[src/hw/brk_pkg.sv]
// Shared constants, types and helpers for the address breakpoint unit
package brk_pkg;

  // Register byte offsets on the AHB-Lite slave
  localparam logic [7:0] OFS_CTRL     = 8'h00;
  localparam logic [7:0] OFS_BP_HIGH  = 8'h04;
  localparam logic [7:0] OFS_BP_LOW   = 8'h08;
  localparam logic [7:0] OFS_EXIT     = 8'h0C;
  localparam logic [7:0] OFS_FLAG_CLR = 8'h10;
  localparam logic [7:0] OFS_EV_STAT  = 8'h14;
  localparam logic [7:0] OFS_EV_CLR   = 8'h18;
  localparam logic [7:0] OFS_EV_EN    = 8'h1C;

  // Field positions
  localparam int BIT_MATCH_EN = 7;
  localparam int BIT_ACTIVE   = 6;
  localparam int BIT_EXIT     = 1;
  localparam int BIT_CLR_EN   = 7;
  localparam int EV_MATCH     = 0;
  localparam int EV_SOFT      = 1;
  localparam int EV_EXIT      = 2;
  localparam int EV_W         = 3;

  // Values after reset
  localparam logic [7:0]      RST_BYTE = 8'h00;
  localparam logic [EV_W-1:0] RST_EV   = 3'h0;
  localparam logic [31:0]     RST_WORD = 32'h0000_0000;

  // Bus encodings
  localparam logic HRESP_OKAY = 1'b0;

  typedef enum logic [1:0] {
    ST_IDLE  = 2'b00,
    ST_WRITE = 2'b01,
    ST_RWAIT = 2'b10
  } bus_state_e;

  typedef struct packed {
    logic        valid;
    logic [15:0] addr;
  } cpu_bus_s;

  typedef struct packed {
    logic       wr;
    logic [7:0] ofs;
  } acc_s;

  function automatic logic reg_hit(input logic [7:0] ofs, input logic [7:0] target);
    return ofs == target;
  endfunction : reg_hit

endpackage : brk_pkg

[src/hw/break_match.sv]
// Registered breakpoint address comparator
`timescale 1ns/1ns
module break_match
  import brk_pkg::*;
(
  // Clock and reset
  input  wire logic        core_clk,
  input  wire logic        reset,
  input  wire logic        clk_en,
  // Compare inputs
  input  wire cpu_bus_s    cpu_bus,
  input  wire logic [15:0] bp_addr,
  input  wire logic        match_en,
  // Result
  output logic             match_pulse
);

  wire logic hit_now;

  assign hit_now = match_en & cpu_bus.valid & (cpu_bus.addr == bp_addr);

  // One registered pulse per matching bus cycle
  always_ff @(posedge core_clk or posedge reset) begin
    if (reset) begin
      match_pulse <= 1'b0;
    end else if (clk_en) begin
      match_pulse <= hit_now;
    end
  end

endmodule : break_match

[src/hw/address_breakpoint_unit.sv]
// Address breakpoint unit with AHB-Lite register slave
//
// Summary of operation
// - Match break only on enabled full 16-bit match
// - Match enable bit 7, read/write, reset zero
// - Active flag set on address match
// - Writing one to active flag forces break
// - Reset clears the active flag
// - Breakpoint address from high and low bytes
// - Reset zeroes both address byte registers
// - Exit flag set when break ends low-power
// - Writing zero or reset clears exit flag
// - Status clears in break need clear enable
// - Signal breakpoint request to the CPU core
// - Break state halts both timer counters
//
// Register access over AHB-Lite and the register addresses were chosen for this implementation.
`timescale 1ns/1ns
module address_breakpoint_unit
  import brk_pkg::*;
(
  // Clock, reset, enable
  input  wire logic        core_clk,
  input  wire logic        reset,
  input  wire logic        clk_en,
  // AHB-Lite slave
  input  wire logic        hsel,
  input  wire logic [31:0] haddr,
  input  wire logic [1:0]  htrans,
  input  wire logic        hwrite,
  input  wire logic [2:0]  hsize,
  input  wire logic [31:0] hwdata,
  input  wire logic        hready,
  output logic      [31:0] hrdata,
  output logic             hreadyout,
  output logic             hresp,
  // CPU core side
  input  wire cpu_bus_s    cpu_bus,
  input  wire logic        lowpower_mode,
  output logic             break_req,
  output logic             timer_halt,
  output logic             status_clear_allow,
  // Interrupt
  output logic             irq
);

  bus_state_e      state;
  bus_state_e      next_state;
  acc_s            acc;
  logic            match_en;
  logic            active;
  logic            exit_flag;
  logic            clr_in_brk;
  logic [7:0]      bp_hi;
  logic [7:0]      bp_lo;
  logic [EV_W-1:0] ev_status;
  logic [EV_W-1:0] ev_enable;

  wire logic            accept;
  wire logic            wr_phase;
  wire logic            wr_ctrl;
  wire logic            wr_hi;
  wire logic            wr_lo;
  wire logic            wr_exit;
  wire logic            wr_fclr;
  wire logic            wr_evclr;
  wire logic            wr_even;
  wire logic            match_pulse;
  wire logic            soft_break;
  wire logic            any_break;
  wire logic            clear_ok;
  wire logic            next_active;
  wire logic            next_exit;
  wire logic            next_clr;
  wire logic [EV_W-1:0] ev_set;
  wire logic [EV_W-1:0] ev_clr;
  wire logic [EV_W-1:0] next_status;
  wire logic [7:0]      rd_byte;
  wire logic [2:0]      unused_size;

  assign unused_size = hsize;

  // Address phase and data phase decode
  assign accept     = hsel & hready & htrans[1];
  assign next_state = accept ? (hwrite ? ST_WRITE : ST_RWAIT) : ST_IDLE;
  assign wr_phase   = (state == ST_WRITE) & acc.wr;
  assign wr_ctrl    = wr_phase & reg_hit(acc.ofs, OFS_CTRL);
  assign wr_hi      = wr_phase & reg_hit(acc.ofs, OFS_BP_HIGH);
  assign wr_lo      = wr_phase & reg_hit(acc.ofs, OFS_BP_LOW);
  assign wr_exit    = wr_phase & reg_hit(acc.ofs, OFS_EXIT);
  assign wr_fclr    = wr_phase & reg_hit(acc.ofs, OFS_FLAG_CLR);
  assign wr_evclr   = wr_phase & reg_hit(acc.ofs, OFS_EV_CLR);
  assign wr_even    = wr_phase & reg_hit(acc.ofs, OFS_EV_EN);

  // Break sources
  assign soft_break = wr_ctrl & hwdata[BIT_ACTIVE];
  assign any_break  = match_pulse | soft_break;

  // Exit flag and event status clears inside the break state are gated
  assign clear_ok   = ~active | clr_in_brk;

  // Set wins over a same-cycle clear
  assign next_active = match_pulse | (wr_ctrl ? hwdata[BIT_ACTIVE] : active);
  assign next_exit   = (any_break & lowpower_mode)
                     | (exit_flag & ~(wr_exit & ~hwdata[BIT_EXIT] & clear_ok));
  assign next_clr    = wr_fclr ? hwdata[BIT_CLR_EN] : clr_in_brk;

  // Event status: sticky, write-one-to-clear, set wins
  assign ev_set      = {any_break & lowpower_mode, soft_break, match_pulse};
  assign ev_clr      = (wr_evclr & clear_ok) ? hwdata[EV_W-1:0] : RST_EV;
  assign next_status = ev_set | (ev_status & ~ev_clr);

  // Read selection; unmapped and write-only offsets read zero
  assign rd_byte =
      reg_hit(acc.ofs, OFS_CTRL)     ? {match_en, active, 6'h00} :
      reg_hit(acc.ofs, OFS_BP_HIGH)  ? bp_hi :
      reg_hit(acc.ofs, OFS_BP_LOW)   ? bp_lo :
      reg_hit(acc.ofs, OFS_EXIT)     ? {6'h00, exit_flag, 1'b0} :
      reg_hit(acc.ofs, OFS_FLAG_CLR) ? {clr_in_brk, 7'h00} :
      reg_hit(acc.ofs, OFS_EV_STAT)  ? {5'h00, ev_status} :
      reg_hit(acc.ofs, OFS_EV_EN)    ? {5'h00, ev_enable} :
                                       RST_BYTE;

  break_match u_match (
    .core_clk    (core_clk),
    .reset       (reset),
    .clk_en      (clk_en),
    .cpu_bus     (cpu_bus),
    .bp_addr     ({bp_hi, bp_lo}),
    .match_en    (match_en),
    .match_pulse (match_pulse)
  );

  // Bus slave: writes zero-wait, reads one wait state
  always_ff @(posedge core_clk or posedge reset) begin
    if (reset) begin
      state     <= ST_IDLE;
      acc       <= '0;
      hreadyout <= 1'b1;
      hresp     <= HRESP_OKAY;
      hrdata    <= RST_WORD;
    end else if (clk_en) begin
      state     <= next_state;
      hreadyout <= ~(accept & ~hwrite);
      hresp     <= HRESP_OKAY;
      if (accept) begin
        acc <= '{wr: hwrite, ofs: haddr[7:0]};
      end
      if (state == ST_RWAIT) begin
        hrdata <= {24'h00_0000, rd_byte};
      end
    end
  end

  // Control and address registers
  always_ff @(posedge core_clk or posedge reset) begin
    if (reset) begin
      match_en   <= 1'b0;
      bp_hi      <= RST_BYTE;
      bp_lo      <= RST_BYTE;
      clr_in_brk <= 1'b0;
      ev_enable  <= RST_EV;
    end else if (clk_en) begin
      if (wr_ctrl) begin
        match_en <= hwdata[BIT_MATCH_EN];
      end
      if (wr_hi) begin
        bp_hi <= hwdata[7:0];
      end
      if (wr_lo) begin
        bp_lo <= hwdata[7:0];
      end
      if (wr_even) begin
        ev_enable <= hwdata[EV_W-1:0];
      end
      clr_in_brk <= next_clr;
    end
  end

  // Break state, flags and outputs to the core
  always_ff @(posedge core_clk or posedge reset) begin
    if (reset) begin
      active             <= 1'b0;
      exit_flag          <= 1'b0;
      ev_status          <= RST_EV;
      break_req          <= 1'b0;
      timer_halt         <= 1'b0;
      status_clear_allow <= 1'b1;
      irq                <= 1'b0;
    end else if (clk_en) begin
      active             <= next_active;
      exit_flag          <= next_exit;
      ev_status          <= next_status;
      break_req          <= any_break;
      timer_halt         <= next_active;
      status_clear_allow <= ~next_active | next_clr;
      irq                <= |(ev_status & ev_enable);
    end
  end
endmodule : address_breakpoint_unit

[config.mk]
export PLATFORM = sky130hd
export DESIGN_NAME = address_breakpoint_unit
export DESIGN_NICKNAME = d
export VERILOG_FILES = /design/src/hw/brk_pkg.sv /design/src/hw/break_match.sv /design/src/hw/address_breakpoint_unit.sv
export SDC_FILE = /design/constraint.sdc
export NUM_CORES = 1
export LEC_CHECK = 0
export BUFFER_PORTS_ARGS = -buffer_cell sky130_fd_sc_hd__buf_4
export CAP_MARGIN = 10
export CORE_UTILIZATION = 46
export CTS_BUF_LIST = sky130_fd_sc_hd__clkbuf_16
export CTS_CLUSTER_DIAMETER = 200
export CTS_CLUSTER_SIZE = 20
export DETAILED_ROUTE_END_ITERATION = 6
export HOLD_SLACK_MARGIN = 0.05
export PLACE_DENSITY = 0.8
export SLEW_MARGIN = 20
export SYNTH_ARGS = -nofsm -noshare
export SYNTH_HDL_FRONTEND = slang
export SYNTH_SLANG_ARGS = --single-unit
[constraint.sdc]
create_clock -name core_clk -period 2.2 [get_ports core_clk]
set_input_delay 0.33 -clock core_clk [delete_from_list [all_inputs] [get_ports core_clk]]
set_output_delay 0.33 -clock core_clk [all_outputs]
set_load 0.01 [all_outputs]
==> out/summary.txt <==
PnR worst setup slack: 0.279 ns
Mapped Avg Cell Area: 11.3 um2
Critical Path Stages: 4
ys async rst share: 100%
RR Startpoint: acc[5]
Pleak: 1.58 nW
post-layout util: 57.9%
minimum hold slack: 0.107 ns
clock-pin transition on the worst setup and hold timing paths: 0.06 ns
CTS tree: built
slowest stage delay, CP: 0.62 ns
Final setup viols: 0
share of post-route cells with drive strength above 1: 34.9%
# Post-CTS Setup Buffers: 0
startpoint types: register
CTS Buffer Depth: 2
Design Power: 2.12 mW
vias in the first global route: 1913
Num CTS Buffers: 5
Max Clk Rate: 521 MHz
Core Footprint: 0.00554 mm2
Final Hold Viols: 0
Initial Utilization: 48.0%
Setup TNS: 0 ns
post-synth top area cell: dfrtp_1
first-pass GRT wire length: 9.48 mm
ant diodes: 0
pwr/cell area: 662 mW/mm2
area share of the largest cell type after synthesis: 45.2%
Final period util: 87.3%
Total GRT Usage: 20.7%
vias post-DR: 1980
hold buffer count at cts: 0
CP Data Arrival Time: 2.10 ns
number of library cell types mapped by synthesis: 47
Root Driver: clkbuf_16
final wirelength: 5.82 mm
post-DP HPWL: 4.43 mm
clk_lat worst skew: 0.29 ns
CP cell instances: nor4_4, nand2_2, or4_4, mux2_4
Horiz. Die Dim: 78.0 um
Layout Nets: 387
Critical Path Sink Type: register
R2R depth: 4
Post-synth EDFFs: 0
total grt overflow: 0
CP max stage cell: or4_4
CTS sink cnt: 50
fin crit period: 1.92 ns
crit-path leading delay family: simple AND/OR/NAND/NOR gates
ranking of synthesized cells by area: dfrtp_1 45%, mux2_2 9.3%, buf_4 7.1%
#FFs+latches synth: 50
final slew viol count: 0
maximum VDD drop: 0.331 mV
initial antenna violation count: 0
drt pass-1 iters: 4
pre-CTS setup slack: 0.292 ns
Post-route DRC: 0
H-tree depth: 2
HP Class: input port to async pin
Mapped Area: 0.00266 mm2
critical path type: register to register
Worst EP required: 2.38 ns
Worst Max-Slew Pin Slew: 0.611 ns
Buf/Inv on CP: 0
die area: 0.00609 mm2
Top Ports: 131
outcome: finished, final reports clean
R2R setup slack: 0.28 ns
crit path to: bp_lo[2]
sequential area share after synthesis: 47.2%
Rel. slew slack: 59.2%
cells after synthesis: 235
drt via density: 5.40
GP Congestion: 0.861
worst-path maximum fanout: 8
Layout area overhead: 20.7%
unrepaired setup endpoints after global routing: false
wire length per cell: 15.9 um
cts repair resizes: 0
largest net degree at the start of global routing: 30
clk_skew: 0.00715 ns
synth warn: 0
drt initial violations: 193
FP Rows: 27
Max-Cap Viols: 0
IO Port Bufs: 53
DRT antenna net count: 0
Reg-to-Reg End: bp_lo[2]
Synth Flop Type: dfrtp_1
CP Launch Point: acc[5]
die height: 78.0 um
kinds of logic (layout without fill, tap and decap cells):
| logic type | count (synthesis) | count (layout) | share of synthesized area (%) |
|---|---|---|---|
| other | 1 | 25 | 0.141 |
| AO/OA/AOI/OAI | 41 | 41 | 11.4 |
| XOR/XNOR | 16 | 16 | 5.27 |
| multiplexers | 32 | 32 | 14.6 |
| AND/OR/NAND/NOR | 53 | 53 | 11.6 |
| buffers and inverters | 42 | 78 | 9.75 |
| flip-flops | 50 | 50 | 47.2 |
layout by cell type (no fill, tap or decap), types with 3 or more instances in the layout:
master and count:
mux2_2 22, clkinv_1 3, inv_1 8, xor2_1 3
buf_4 61, conb_1 25, dfrtp_1 48, nand2_1 9
mux2_4 8, nand3_1 6, nand4_1 7, a21oi_1 3
a22o_1 12, o21ai_0 8, nor2b_1 3, nor2_1 9
clkbuf_16 5, a22oi_1 3, xnor2_1 13, o31ai_1 3
cells in the mapped netlist, types with 2 or more instances:
| library cell | n |
|---|---|
| o31ai_1 | 3 |
| nand4_1 | 7 |
| nor2b_1 | 3 |
| a21oi_1 | 3 |
| and4_1 | 2 |
| dfrtp_1 | 48 |
| a22oi_1 | 3 |
| o2bb2ai_1 | 2 |
| clkbuf_1 | 7 |
| xor2_1 | 3 |
| xnor2_1 | 13 |
| nor3_1 | 2 |
| inv_1 | 9 |
| nand3_1 | 6 |
| mux2_4 | 8 |
| o21ai_0 | 8 |
| buf_4 | 25 |
| dfstp_2 | 2 |
| nand2b_1 | 2 |
| and3_1 | 2 |
| mux2i_1 | 2 |
| a22o_1 | 12 |
| mux2_2 | 22 |
| nor2_1 | 9 |
| nand2_1 | 9 |
| nor4_1 | 2 |
layout make-up:
type | instances | area [um2]
fill | 477 | 2330
sequential | 50 | 1250
multi-input combinational | 167 | 1230
timing repair buffer | 61 | 458
clock buffer | 5 | 125
tap | 72 | 90.1
inverter | 9 | 33.8
clock inverter | 3 | 11.3
flip-flops by register name (all words and copies together), names as in the netlist:
name	flops
acc	9
active	1
bp_hi	8
bp_lo	8
break_req	1
clr_in_brk	1
ev_enable	3
ev_status	3
exit_flag	1
hrdata	8
hreadyout	1
irq	1
match_en	1
state	2
status_clear_allow	1
u_match.match_pulse	1
per-stage QoR:
stage	instance area, um2	std cells
global route	3210	367
CTS	3210	367
global placement	3070	359
finish	3210	367
floorplan	2750	259
detailed placement	3070	359
metal layers:
layer | global-route usage [%] | up-vias | share of wire, %
li1 | - | 916 | -
met1 | 26.2 | 962 | 40
met2 | 34.2 | 88 | 50
met3 | 3.72 | 14 | 6.6
met4 | 10.7 | 0 | 3.0
met5 | 0 | - | 0
how the worst min path moves through the flow:
stage / depth (start not counted) / to / slack, ns / startpoint
6_report: 2 / bp_lo[6] / 0.11 / reset
5_1_grt: 2 / bp_lo[6] / 0.17 / reset
4_1_cts: 2 / bp_lo[6] / 0.14 / reset
3_5_place_dp: 2 / bp_lo[7] / 0.45 / reset
3_3_place_gp: 2 / bp_lo[6] / 0.44 / reset
2_1_floorplan: 1 / state[1] / 0.43 / hwrite
power by group:
group | total, mW | switching, mW | internal (mW)
Sequential | 1.04 | 0.0689 | 0.974
Combinational | 0.352 | 0.182 | 0.170
Clock | 0.730 | 0.320 | 0.410
Total | 2.12 | 0.570 | 1.55
No activity file was read; power rests on OpenSTA's default activity.
